**src/logic/capture_pkg.sv**
```systemverilog
// Package with the register map, field positions and constants of the capture unit.
package capture_pkg;

  localparam int unsigned CNT_W  = 24;
  localparam int unsigned ADDR_W = 8;
  localparam int unsigned NCH    = 3;

  // ****************************************
  // Register byte offsets.
  // ****************************************
  localparam logic [ADDR_W-1:0] OFS_COUNTER   = 8'h00;
  localparam logic [ADDR_W-1:0] OFS_HOLD_0    = 8'h04;
  localparam logic [ADDR_W-1:0] OFS_HOLD_1    = 8'h08;
  localparam logic [ADDR_W-1:0] OFS_HOLD_2    = 8'h0C;
  localparam logic [ADDR_W-1:0] OFS_COMPARE   = 8'h10;
  localparam logic [ADDR_W-1:0] OFS_CONTROL_0 = 8'h14;
  localparam logic [ADDR_W-1:0] OFS_CONTROL_1 = 8'h18;
  localparam logic [ADDR_W-1:0] OFS_STATUS    = 8'h1C;
  localparam logic [ADDR_W-1:0] OFS_CLEAR     = 8'h20;
  localparam logic [ADDR_W-1:0] OFS_IRQ_EN    = 8'h24;

  // ****************************************
  // Control register 0 field positions.
  // ****************************************
  localparam int unsigned B_CAPTURE_FN    = 29;
  localparam int unsigned B_COMPARE_EN    = 28;
  localparam int unsigned B_RELOAD_EN     = 27;
  localparam int unsigned B_CLEAR_ON_CAP  = 26;
  localparam int unsigned B_CLEAR_ON_CMP  = 25;
  localparam int unsigned B_COUNT_EN      = 24;
  localparam int unsigned B_CMP_IRQ_EN    = 21;
  localparam int unsigned B_OVF_IRQ_EN    = 20;
  localparam int unsigned B_CAP_IRQ_EN_LO = 16;
  localparam int unsigned B_CH_EN_LO      = 4;

  // ****************************************
  // Status, clear and enable layout.
  // ****************************************
  localparam int unsigned ST_W       = 5;
  localparam int unsigned ST_OVF     = 3;
  localparam int unsigned ST_CMP     = 4;
  localparam int unsigned DIV_SEL_LO = 0;

  localparam logic [CNT_W-1:0] CNT_MAX   = 24'hFFFFFF;
  localparam logic [CNT_W-1:0] CNT_ZERO  = 24'h000000;
  localparam logic [31:0]      RST_WORD  = 32'h00000000;

  // ****************************************
  // Prescaler terminal counts for divide by 1, 4, 16, 32.
  // ****************************************
  localparam logic [4:0] DIV_TC_1  = 5'h00;
  localparam logic [4:0] DIV_TC_4  = 5'h03;
  localparam logic [4:0] DIV_TC_16 = 5'h0F;
  localparam logic [4:0] DIV_TC_32 = 5'h1F;

endpackage : capture_pkg

```
**src/logic/capture_prescaler.sv**
```systemverilog
// Clock divider that turns the system clock into a one-cycle counting tick.
`timescale 1ns/1ps
`default_nettype none
module capture_prescaler (
  input  wire logic       i_clk,     // System clock.
  input  wire logic       i_rstn,    // Asynchronous reset, active low.
  input  wire logic       i_enable,  // Counting enabled.
  input  wire logic [1:0] i_div_sel, // Divide select.
  output logic            o_tick     // One-cycle counting tick.
);
  import capture_pkg::*;

  logic [4:0] div_count;
  logic [4:0] next_div_count;
  logic [4:0] terminal;
  logic       next_tick;

  always_comb begin
    case (i_div_sel)
      2'h0:    terminal = DIV_TC_1;
      2'h1:    terminal = DIV_TC_4;
      2'h2:    terminal = DIV_TC_16;
      default: terminal = DIV_TC_32;
    endcase
    next_div_count = div_count;
    next_tick      = 1'b0;
    if (!i_enable) begin
      next_div_count = DIV_TC_1;
    end else if (div_count >= terminal) begin
      next_div_count = DIV_TC_1;
      next_tick      = 1'b1;
    end else begin
      next_div_count = div_count + 5'h01;
    end
  end

  always_ff @(posedge i_clk or negedge i_rstn) begin
    if (!i_rstn) begin
      div_count <= 5'h00;
      o_tick    <= 1'b0;
    end else begin
      div_count <= next_div_count;
      o_tick    <= next_tick;
    end
  end

endmodule : capture_prescaler
`default_nettype wire

```
**src/logic/capture_unit.sv**
```systemverilog
// Three-channel input capture unit with hold, compare and reload registers on APB.
//
// Contract
// - A valid edge on an enabled channel copies the 24-bit counter into its hold.
// - Three hold registers, each updated only by its own capture input or by an APB write to its offset.
// - With compare enable set, the compare register is the counter's match target.
// - With reload enable set, overflow or capture loads the compare value into the counter.
// - 24-bit up counter advancing on a tick divided by 1, 4, 16 or 32.
// - With compare enable set, counter reaching compare value sets the match flag; interrupt if its enable set.
// - Overflow without reload restarts the counter from zero.
// - Clear-on-capture resets the counter to zero after a capture event when reload enable is clear; reload takes priority.
//
// Decided for this implementation: the APB slave port.
`timescale 1ns/1ps
`default_nettype none
module capture_unit (
  input  wire logic                           i_clk,           // System clock, 25 MHz.
  input  wire logic                           i_rstn,          // Asynchronous reset, active low.
  input  wire logic                           i_psel,          // APB select.
  input  wire logic                           i_penable,       // APB enable.
  input  wire logic                           i_pwrite,        // APB write.
  input  wire logic [capture_pkg::ADDR_W-1:0] i_paddr,         // APB byte address.
  input  wire logic [31:0]                    i_pwdata,        // APB write data.
  output logic      [31:0]                    o_prdata,        // APB read data.
  output logic                                o_pready,        // APB ready.
  output logic                                o_pslverr,       // APB error on unmapped address.
  input  wire logic [capture_pkg::NCH-1:0]    i_capture_input, // Capture inputs 0 to 2.
  output logic                                o_irq            // Level interrupt.
);
  import capture_pkg::*;

  // ****************************************
  // State.
  // ****************************************
  logic [CNT_W-1:0] capture_counter;
  logic [CNT_W-1:0] next_capture_counter;
  logic [CNT_W-1:0] capture_hold_value [NCH];
  logic [CNT_W-1:0] next_capture_hold_value [NCH];
  logic [CNT_W-1:0] counter_compare_reload;
  logic [CNT_W-1:0] next_counter_compare_reload;
  logic [31:0]      capture_control_0;
  logic [31:0]      next_capture_control_0;
  logic [1:0]       div_sel;
  logic [1:0]       next_div_sel;
  logic [ST_W-1:0]  status;
  logic [ST_W-1:0]  next_status;
  logic [NCH-1:0]   input_prev;
  logic [31:0]      next_prdata;
  logic             next_pready;
  logic             next_pslverr;
  logic             next_irq;

  logic             tick;
  logic             wr_access;
  logic             map_hit;
  logic [NCH-1:0]   capture_evt;
  logic             capture_any;
  logic             counter_overflow_event;
  logic             compare_hit;
  logic [ST_W-1:0]  irq_en;
  logic             compare_enable;
  logic             reload_enable;
  logic             clear_on_capture;

  // Gathers the interrupt enables of a control word into the status layout.
  function automatic logic [ST_W-1:0] next_irq_en(input logic [31:0] ctl);
    next_irq_en = {ctl[B_CMP_IRQ_EN], ctl[B_OVF_IRQ_EN], ctl[B_CAP_IRQ_EN_LO +: NCH]};
  endfunction : next_irq_en

  assign compare_enable   = capture_control_0[B_COMPARE_EN];
  assign reload_enable    = capture_control_0[B_RELOAD_EN];
  assign clear_on_capture = capture_control_0[B_CLEAR_ON_CAP];
  assign irq_en           = next_irq_en(capture_control_0);
  assign wr_access = i_psel && i_penable && o_pready && i_pwrite;

  // ****************************************
  // Counting tick.
  // ****************************************
  // divided counting tick
  capture_prescaler u_prescaler (
    .i_clk     (i_clk),
    .i_rstn    (i_rstn),
    .i_enable  (capture_control_0[B_CAPTURE_FN] && capture_control_0[B_COUNT_EN]),
    .i_div_sel (div_sel),
    .o_tick    (tick)
  );

  // ****************************************
  // Events.
  // ****************************************
  // per-channel edge detect
  always_comb begin
    capture_evt = i_capture_input & ~input_prev & capture_control_0[B_CH_EN_LO +: NCH]
                  & {NCH{capture_control_0[B_CAPTURE_FN]}};
  end
  assign capture_any            = |capture_evt;
  assign counter_overflow_event = tick && (capture_counter == CNT_MAX);
  assign compare_hit            = tick && compare_enable && (capture_counter == counter_compare_reload);

  // ****************************************
  // Counter and hold registers.
  // ****************************************
  always_comb begin
    next_capture_counter = capture_counter;
    if (wr_access && i_paddr == OFS_COUNTER) begin
      next_capture_counter = i_pwdata[CNT_W-1:0];
    end else if (capture_any && reload_enable) begin
      next_capture_counter = counter_compare_reload;
    end else if (capture_any && clear_on_capture) begin
      next_capture_counter = CNT_ZERO;
    end else if (tick) begin
      if (compare_hit && capture_control_0[B_CLEAR_ON_CMP]) begin
        next_capture_counter = CNT_ZERO;
      end else if (counter_overflow_event) begin
        // reload on overflow; wrap to zero
        next_capture_counter = reload_enable ? counter_compare_reload : CNT_ZERO;
      end else begin
        next_capture_counter = capture_counter + 24'h000001;
      end
    end
  end

  always_comb begin
    for (int i = 0; i < NCH; i++) begin
      next_capture_hold_value[i] = capture_hold_value[i];
      if (capture_evt[i]) begin
        next_capture_hold_value[i] = capture_counter;
      end else if (wr_access && i_paddr == OFS_HOLD_0 + 8'(4 * i)) begin
        next_capture_hold_value[i] = i_pwdata[CNT_W-1:0];
      end
    end
  end

  // ****************************************
  // Software registers and status.
  // ****************************************
  always_comb begin
    next_counter_compare_reload = counter_compare_reload;
    next_capture_control_0      = capture_control_0;
    next_div_sel                = div_sel;
    if (wr_access) begin
      case (i_paddr)
        OFS_COMPARE:   next_counter_compare_reload = i_pwdata[CNT_W-1:0];
        OFS_CONTROL_0: next_capture_control_0 = i_pwdata;
        OFS_CONTROL_1: next_div_sel = i_pwdata[DIV_SEL_LO +: 2];
        OFS_IRQ_EN: begin
          next_capture_control_0[B_CAP_IRQ_EN_LO +: NCH] = i_pwdata[NCH-1:0];
          next_capture_control_0[B_OVF_IRQ_EN]           = i_pwdata[ST_OVF];
          next_capture_control_0[B_CMP_IRQ_EN]           = i_pwdata[ST_CMP];
        end
        default: ;
      endcase
    end
  end

  always_comb begin
    next_status = status;
    if (wr_access && i_paddr == OFS_CLEAR) begin
      next_status = status & ~i_pwdata[ST_W-1:0];
    end
    next_status = next_status | {compare_hit, counter_overflow_event, capture_evt};
    next_irq    = |(next_status & next_irq_en(next_capture_control_0));
  end

  // ****************************************
  // APB read path, answered in the first access cycle.
  // ****************************************
  always_comb begin
    next_pready  = i_psel && !i_penable;
    next_prdata  = RST_WORD;
    map_hit      = 1'b1;
    case (i_paddr)
      OFS_COUNTER:   next_prdata[CNT_W-1:0] = capture_counter;
      OFS_HOLD_0:    next_prdata[CNT_W-1:0] = capture_hold_value[0];
      OFS_HOLD_1:    next_prdata[CNT_W-1:0] = capture_hold_value[1];
      OFS_HOLD_2:    next_prdata[CNT_W-1:0] = capture_hold_value[2];
      OFS_COMPARE:   next_prdata[CNT_W-1:0] = counter_compare_reload;
      OFS_CONTROL_0: next_prdata = capture_control_0;
      OFS_CONTROL_1: next_prdata[DIV_SEL_LO +: 2] = div_sel;
      OFS_STATUS:    next_prdata[ST_W-1:0] = status;
      OFS_CLEAR:     next_prdata = RST_WORD;
      OFS_IRQ_EN:    next_prdata[ST_W-1:0] = irq_en;
      default:       map_hit = 1'b0;
    endcase
    if (!(i_psel && !i_penable) || i_pwrite) begin
      next_prdata = RST_WORD;
    end
    next_pslverr = i_psel && !i_penable && (!map_hit || (i_pwrite && i_paddr == OFS_STATUS)
                   || (!i_pwrite && i_paddr == OFS_CLEAR));
  end

  always_ff @(posedge i_clk or negedge i_rstn) begin
    if (!i_rstn) begin
      capture_counter        <= CNT_ZERO;
      capture_hold_value     <= '{default: CNT_ZERO};
      counter_compare_reload <= CNT_ZERO;
      capture_control_0      <= RST_WORD;
      div_sel                <= 2'h0;
      status                 <= '0;
      input_prev             <= '0;
      o_prdata               <= RST_WORD;
      o_pready               <= 1'b0;
      o_pslverr              <= 1'b0;
      o_irq                  <= 1'b0;
    end else begin
      capture_counter        <= next_capture_counter;
      capture_hold_value     <= next_capture_hold_value;
      counter_compare_reload <= next_counter_compare_reload;
      capture_control_0      <= next_capture_control_0;
      div_sel                <= next_div_sel;
      status                 <= next_status;
      input_prev             <= i_capture_input;
      o_prdata               <= next_prdata;
      o_pready               <= next_pready;
      o_pslverr              <= next_pslverr;
      o_irq                  <= next_irq;
    end
  end
endmodule : capture_unit
`default_nettype wire
```
**config.mk**
```make
export PLATFORM = sky130hd
export DESIGN_NAME = capture_unit
export DESIGN_NICKNAME = d
export VERILOG_FILES = /design/src/logic/capture_pkg.sv /design/src/logic/capture_prescaler.sv /design/src/logic/capture_unit.sv
export SDC_FILE = /design/constraint.sdc
export NUM_CORES = 1
export LEC_CHECK = 0
export ABC_AREA = 1
export ABC_CLOCK_PERIOD_IN_PS = 2300
export BUFFER_PORTS_ARGS = -buffer_cell sky130_fd_sc_hd__buf_2
export CORE_UTILIZATION = 60
export DETAILED_ROUTE_END_ITERATION = 8
export PLACE_DENSITY = 0.77
export SLEW_MARGIN = 15
export SYNTH_ARGS = -nofsm -noshare
export SYNTH_HDL_FRONTEND = slang
export SYNTH_SLANG_ARGS = --single-unit
```
**constraint.sdc**
```tcl
create_clock -name i_clk -period 2.3 [get_ports i_clk]
set_input_delay 0.115 -clock i_clk [delete_from_list [all_inputs] [get_ports i_clk]]
set_output_delay 0.115 -clock i_clk [all_outputs]
set_load 0.03 [all_outputs]
```
==> flow_summary_export.csv, run 1 <==
group,metric,value,unit
status,outcome,"finished clean",
synthesis,syn_area_per_cell,7.22,um2
timing,timing.final.hold_violations,0,
clock_tree,htreeDepth,1,
global_route,grt.busiest_layer,"met2",
critical_path,worstPathRequired,2760,ps
route,number_of_optimization_iterations_in_the_first_detailed_route_pass,5,
critical_path,critical_path_class,"flip-flop to flip-flop",
clock_tree,cts.path.max_buffers,3,
placed_design,placement.io_buffers,82,
power_and_ir_drop,power.switching_fraction,0.229,
floorplan,dieArea,20000,um2
finish,finalNonFillerCells,2007,
global_route,global_route.usage.met3,0.126,
timing,timing.final.setup_violations,0,
synthesis,synth_largest_area_cell,"sky130_fd_sc_hd__dfrtp_1",
finish,final_nets,1788,
clock_tree,cts_tree,"yes",
power_and_ir_drop,share_seq_of_total_power,0.486,
placed_design,finalWeightedCongestion,1.01,
synthesis,ffs_latches_synth,203,
timing,final.setup_skew,12.5,ps
global_route,grt_pass1_vias,11000,
min_path,hold_path.class,"input port to flip-flop",
clock_tree,numCtsBuffers,22,
synthesis,synth-async-reset-ratio,1.00,
min_path,hold_depth,5,
floorplan,die_span_in_y,141,um
floorplan,floorplan.die.width,141,um
synthesis,number_of_enable_type_register_cells_in_the_synthesized_netlist,0,
synthesis,ys_types,43,
timing,drv_slew,0,
critical_path,crit_path_top_delay_cell,"sky130_fd_sc_hd__dfrtp_1",
floorplan,floorplan.core_area,18900,um2
timing,totalNegativeSetupSlack,0,ps
synthesis,synth.yosys.seq_area_share,0.435,
synthesis,postSynth.topFlopCell,"sky130_fd_sc_hd__dfrtp_1",
global_route,grt_pass1_wl,59100,um
route,postRouteWirelength,37100,um
timing,setup_slack_after_layout,179,ps
synthesis,biggest_area_contributors_in_the_synthesized_netlist,"sky130_fd_sc_hd__dfrtp_1, sky130_fd_sc_hd__nand2_1, sky130_fd_sc_hd__inv_1",
global_route,antenna_found_initial,0,
critical_path,timing.critical_path.slowest_cell_delay,440,ps
timing,max_slew.worst_pin.slew,604,ps
power_and_ir_drop,power.clock.fraction,0.468,
clock_tree,clock-sinks,203,
timing,maxSlewHeadroom,0.593,
critical_path,crit_path_start_kind,"flip-flop",
run,timing.max_cap.violations,0,
global_route,globalRoute.totalOverflow,0,
power_and_ir_drop,power_density,544,nW/um2
placed_design,placed_cells,1930,
clock_tree,clock-root-buffer,"sky130_fd_sc_hd__clkbuf_16",
synthesis,mappedNetlistNets,1671,
critical_path,timing.critical_path.mode_cell,"sky130_fd_sc_hd__nand2_1",
route,post_drt_wl_per_cell,18.5,um
floorplan,initial_core_util,0.618,
route,detailroute.via_count,11600,
route,avgViaCountPerCell,5.76,
power_and_ir_drop,cell_int_power,0.00571,W
critical_path,worst_ep_arrival_time,2580,ps
clock_tree,worst_skew_pair.late_latency,520,ps
route,drt_iter0_drc,1221,
route,route.antenna.remaining_nets,0,
floorplan,pin_count,83,
finish,post_route_cells_drive_above_1_share,0.140,
global_route,pin_count_of_the_biggest_net_entering_global_routing,52,
floorplan,placement_rows,50,
critical_path,timing.critical_path.to_type,"flip-flop",
route,drc_markers,0,
timing,rsz0062_at_grt,"no",
timing,max_freq,471,MHz
global_route,global_route.usage.met2,0.570,
critical_path,crit_fanout,19,
finish,area_growth,16.6,%
power_and_ir_drop,worst_ir_drop_vdd,0.495,mV
clock_tree,post-cts-setup-buffers,0,
synthesis,area_share_of_the_leading_cell_type_in_the_synthesized_netlist,0.435,
placed_design,dp_hpwl,25900,um
clock_tree,cts.clk_slew.worst_paths,60,ps
timing,min_period_over_period,0.922,
synthesis,synth_top_cells_by_count,"sky130_fd_sc_hd__nand2_1, sky130_fd_sc_hd__dfrtp_1, sky130_fd_sc_hd__inv_1",
synthesis,syn_area,11700,um2
power_and_ir_drop,combinationalPowerShare,0.046,
power_and_ir_drop,switching_power,0.00170,W
power_and_ir_drop,leakagePower,6.77,nW
placed_design,dp_slack,209,ps
synthesis,synth_most_common_cell,"sky130_fd_sc_hd__nand2_1",
synthesis,ys_warn_count,0,
finish,insertedDiodeCount,0,
timing,period_minus_slack,2120,ps
global_route,total_routing_usage_reported_by_global_routing,0.383,
critical_path,timing.reg2reg.worst_path_depth,13,
critical_path,crit_path_cell_trace,"ha_2 -> nand3_1 -> inv_2 -> nand3_4 -> nor2_8 -> nand2_4 -> nand2_1 -> nand2_1 -> inv_1 -> nand3_1 -> nand2_1 -> nand2_1 -> nand2_1",
global_route,grt.met1_usage,0.536,
synthesis,syn-instance-count,1616,
critical path, delay by kind of cell, from the launching register on:
family                   cells  cell delay, ps
buffers and inverters        2             210
adder cells (fa/ha/maj)      1             270
flip-flops                   1             440
AND/OR/NAND/NOR             10            1120
final cells by class:
cell class / count / area (um2)
Multi-Input combinational cell: 1088 / 5300
Fill cell: 1599 / 5280
Sequential cell: 203 / 5080
Timing Repair Buffer: 173 / 1300
Inverter: 245 / 921
Clock buffer: 31 / 584
Tap cell: 260 / 325
Clock inverter: 7 / 101
state kept, by name, summed over array words and instances (netlist names), 2 cells and up:
register                cells
status                      5
input_prev                  3
capture_control_0          32
capture_hold_value         72
counter_compare_reload     24
o_prdata                   32
div_sel                     2
u_prescaler.div_count       5
capture_counter            24
power groups by stage:
stage | registers, W | clock network (W) | logic, W
2_1_floorplan | 0.00367 | 0 | 0.0000760
5_1_grt | 0.00360 | 0.00361 | 0.000372
4_1_cts | 0.00360 | 0.00348 | 0.000334
3_5_place_dp | 0.00367 | 0 | 0.000282
3_3_place_gp | 0.00367 | 0 | 0.000279
6_report | 0.00360 | 0.00346 | 0.000340
cell usage in the layout (no fill, tap or decap), types with 5 or more instances in the layout:
master                          netlist  layout
sky130_fd_sc_hd__a21oi_1             35      35
sky130_fd_sc_hd__xor2_1              16      16
sky130_fd_sc_hd__dlygate4sd3_1        0      39
sky130_fd_sc_hd__o211ai_1            66      66
sky130_fd_sc_hd__nand4_1              9       9
sky130_fd_sc_hd__buf_4                4      44
sky130_fd_sc_hd__a31oi_1              8       8
sky130_fd_sc_hd__ha_1                 7       6
sky130_fd_sc_hd__o21ai_0            116     116
sky130_fd_sc_hd__dfrtp_1            203     203
sky130_fd_sc_hd__buf_2               33      81
sky130_fd_sc_hd__nand2_2              6       6
sky130_fd_sc_hd__nor3_1              25      25
sky130_fd_sc_hd__nand2_1            492     492
sky130_fd_sc_hd__o22ai_1             51      51
sky130_fd_sc_hd__clkbuf_1            37       9
sky130_fd_sc_hd__nor2_1              89      89
sky130_fd_sc_hd__buf_12               0       8
sky130_fd_sc_hd__inv_1              195     195
sky130_fd_sc_hd__nand3_2              5       5
sky130_fd_sc_hd__nor2_2              11      11
sky130_fd_sc_hd__xnor2_1              5       5
sky130_fd_sc_hd__clkbuf_16            0      22
sky130_fd_sc_hd__inv_2               43      43
sky130_fd_sc_hd__clkinv_1             6       6
sky130_fd_sc_hd__o21ai_1             43      43
sky130_fd_sc_hd__nand3_1             79      79
stage by stage:
step                      hold slack (ps)  cell area [um2]   util  total power [W]
after global routing                  110            13600  0.721          0.00759
final                                67.1            13600  0.721          0.00741
after CTS                            62.8            13600  0.721          0.00741
after floorplan                      -181            11700      -          0.00375
after global placement                112            12500  0.664          0.00395
after detailed placement              114            12500  0.664          0.00395
worst paths after layout:
path / to / from / slack [ps]
setup / recovery: capture_counter[1] / capture_counter[0] / 180
hold / removal: o_pslverr / i_paddr[5] / 70
setup reg to reg: capture_counter[1] / capture_counter[0] / 180
hold reg to reg: capture_control_0[10] / capture_control_0[10] / 490
max in group asynchronous: o_prdata[22] / i_rstn / 1460
min in group asynchronous: capture_hold_value[4] / i_rstn / 120
cell families (layout without fill, tap and decap cells):
family                   count (synthesis)  count (layout)  synth area share
adder cells (fa/ha/maj)                  7               7           0.00750
AND/OR/NAND/NOR                        731             731             0.266
buffers and inverters                  325             456             0.111
AO/OA/AOI/OAI                          329             329             0.164
flip-flops                             203             203             0.435
XOR/XNOR                                21              21            0.0158
metal layers:
metal | share of wire | vias to the layer above
met2 | 0.43 | 645
met3 | 0.13 | 63
met5 | 0 | -
met1 | 0.42 | 5421
li1 | - | 5439
met4 | 0.023 | 0
repair_timing:
item | 4_1_cts | 5_1_grt
endpoints found under the hold margin | 273 | 0
hold buffers | 39 | 0
resized for setup | 0 | 1
setup endpoints to repair | 0 | 3
(Power assumes the default switching activity.)
==> run 2, diff against run 1 <==
--- a/config.mk
+++ b/config.mk
@@ -11,6 +11,7 @@
 export CORE_UTILIZATION = 60
 export DETAILED_ROUTE_END_ITERATION = 8
 export PLACE_DENSITY = 0.77
+export SETUP_SLACK_MARGIN = 0.4
 export SLEW_MARGIN = 15
 export SYNTH_ARGS = -nofsm -noshare
 export SYNTH_HDL_FRONTEND = slang
==> run 2 against run 1 <==
Global-route usage up 0.14 points. Count of clock-buffer cells in the layout unchanged. Clock power about the same. Worst hold slack better by 60 ps. Die area unchanged. Highest routed layer unchanged. Worst setup slack better by 190 ps. Design area up 2.9%. Total power about the same.
==> flow_summary_export.csv, run 2 (synthesis results as in run 1) <==
group,metric,value,unit
finish,final_nets,1811,
power_and_ir_drop,worst_ir_drop_vdd,0.495,mV
floorplan,floorplan.die.width,141,um
power_and_ir_drop,leakagePower,6.89,nW
timing,totalNegativeSetupSlack,0,ps
power_and_ir_drop,cell_int_power,0.00571,W
clock_tree,clock-sinks,203,
critical_path,crit-reg2reg-capture,"capture_counter[0]",
global_route,globalRoute.totalOverflow,0,
floorplan,placement_rows,50,
critical_path,worstPathRequired,2710,ps
finish,regArea,5100,um2
finish,area_growth,20.0,%
timing,timing.final.setup_violations,0,
timing,max_slew.worst_pin.slew,582,ps
floorplan,pin_count,83,
status,outcome,"finished clean",
floorplan,dieArea,20000,um2
global_route,grt_pass1_wl,59300,um
critical_path,timing.reg2reg.worst_path_depth,15,
min_path,hold_path.class,"input port to asynchronous set/reset pin",
placed_design,dp_hpwl,25900,um
route,number_of_optimization_iterations_in_the_first_detailed_route_pass,6,
route,wl_met2,16500,um
route,drt_iter0_drc,1248,
finish,largest-register,"capture_hold_value",
power_and_ir_drop,combinationalPowerShare,0.047,
finish,num-fill-cells,1537,
clock_tree,clock-root-buffer,"sky130_fd_sc_hd__clkbuf_16",
power_and_ir_drop,share_seq_of_total_power,0.486,
floorplan,initial_core_util,0.618,
run,timing.max_cap.violations,0,
critical_path,worst_ep_arrival_time,2340,ps
finish,biggest_regs,"capture_hold_value (72), capture_control_0 (32), o_prdata (32)",
global_route,pin_count_of_the_biggest_net_entering_global_routing,52,
critical_path,worst_r2r_startpoint,"capture_counter[1]",
finish,finalNonFillerCells,2030,
critical_path,worst-r2r-setup-slack,370,ps
timing,final.setup_skew,10.0,ps
route,route.antenna.remaining_nets,0,
clock_tree,cts.clk_slew.worst_paths,60,ps
critical_path,crit_path_start_kind,"flip-flop",
route,top_layer,"met4",
route,avgViaCountPerCell,5.82,
clock_tree,worst_skew_pair.late_latency,520,ps
timing,drv_slew,0,
floorplan,floorplan.core_area,18900,um2
placed_design,placement.io_buffers,82,
power_and_ir_drop,power.clock.fraction,0.467,
critical_path,timing.critical_path.to_type,"flip-flop",
clock_tree,cts_tree,"yes",
clock_tree,htreeDepth,1,
route,m1WireLength,15500,um
clock_tree,cts.path.max_buffers,3,
finish,largest_reg_flops,72,
placed_design,placed_cells,1930,
route,detailroute.via_count,11800,
critical_path,critical_path_class,"flip-flop to flip-flop",
global_route,antenna_found_initial,0,
floorplan,die_span_in_y,141,um
timing,min_period_over_period,0.840,
power_and_ir_drop,power_density,529,nW/um2
route,post_drt_wl_per_cell,18.8,um
timing,rsz0062_at_grt,"yes",
global_route,total_routing_usage_reported_by_global_routing,0.385,
route,postRouteWirelength,38200,um
power_and_ir_drop,power.switching_fraction,0.230,
finish,post_route_cells_drive_above_1_share,0.173,
route,drc_markers,0,
finish,multiInputGateArea,5420,um2
finish,layout.cells.most_common_list,"sky130_fd_sc_hd__nand2_1, sky130_fd_sc_hd__dfrtp_1, sky130_fd_sc_hd__inv_1",
clock_tree,numCtsBuffers,22,
timing,maxSlewHeadroom,0.608,
timing,period_minus_slack,1930,ps
placed_design,finalWeightedCongestion,1.01,
global_route,grt_pass1_vias,11100,
power_and_ir_drop,switching_power,0.00170,W
timing,timing.final.hold_violations,0,
finish,insertedDiodeCount,0,
timing,max_freq,517,MHz
route,met3_wirelength,5200,um
finish,final_common_cell,"sky130_fd_sc_hd__nand2_1",
timing,timing.hold.ws,127,ps
critical_path,crit_fanout,5,
run 2: metal layers:
| metal | up-vias | track usage |
|---|---|---|
| li1 | 5486 | - |
| met1 | 5512 | 0.537 |
| met2 | 742 | 0.569 |
| met3 | 80 | 0.128 |
| met4 | 0 | 0.117 |
| met5 | - | 0 |
run 2: worst max path at each step:
stage / startpoint / slack [ps] / endpoint / cells after the start
floorplan: capture_counter[1] / 480 / capture_counter[11] / 13
global placement: capture_counter[0] / 290 / capture_counter[13] / 13
detailed placement: capture_counter[0] / 210 / capture_counter[1] / 13
CTS: capture_counter[22] / 390 / o_irq / 10
global route: capture_counter[1] / 280 / capture_counter[0] / 15
finish: capture_counter[1] / 370 / capture_counter[0] / 15
run 2: cell type report:
| class | instances | share of cell area |
|---|---|---|
| tap | 260 | 0.0232 |
| clock buffer | 31 | 0.0417 |
| clock inverter | 7 | 0.00723 |
| inverter | 245 | 0.0673 |
| multi-input combinational | 1088 | 0.387 |
| timing repair buffer | 196 | 0.110 |
| sequential | 203 | 0.364 |
run 2: per-stage QoR:
stage	setup WS, ps	cell area [um2]	total power, W	util
after global placement	287	12500	0.00395	0.664
after global routing	281	14000	0.00759	0.742
after detailed placement	209	12500	0.00395	0.664
after CTS	390	13700	0.00741	0.723
after floorplan	481	11700	0.00375	-
final	368	14000	0.00741	0.742
run 2: what timing repair did:
action,in CTS,in global routing
gates resized for setup,2,65
hold buffers,40,0
endpoints found under the hold margin,273,0
buffers inserted,5,15
cloned,0,2
setup endpoints to repair,23,46
pin swaps,1,13
run 2: critical path: stages, from the launching register on:
cell and delay [ps]:
sky130_fd_sc_hd__dfrtp_1 420, sky130_fd_sc_hd__buf_6 160, sky130_fd_sc_hd__inv_6 50, sky130_fd_sc_hd__nand2_4 50, sky130_fd_sc_hd__nand2_2 40, sky130_fd_sc_hd__clkinv_1 40, sky130_fd_sc_hd__nand2_1 40, sky130_fd_sc_hd__nor2_1 160
sky130_fd_sc_hd__nand2_1 130, sky130_fd_sc_hd__nor2_4 140, sky130_fd_sc_hd__nand3_4 140, sky130_fd_sc_hd__clkbuf_16 210, sky130_fd_sc_hd__nand3_1 60, sky130_fd_sc_hd__nand2_1 50, sky130_fd_sc_hd__nand2_1 70, sky130_fd_sc_hd__nand2_1 60
run 2: power by group through the flow:
stage          sequential [W]  clock (W)  combinational (W)
2_1_floorplan         0.00367          0          0.0000760
3_3_place_gp          0.00367          0           0.000279
3_5_place_dp          0.00367          0           0.000282
4_1_cts               0.00360    0.00348           0.000336
5_1_grt               0.00360    0.00361           0.000376
6_report              0.00360    0.00346           0.000346
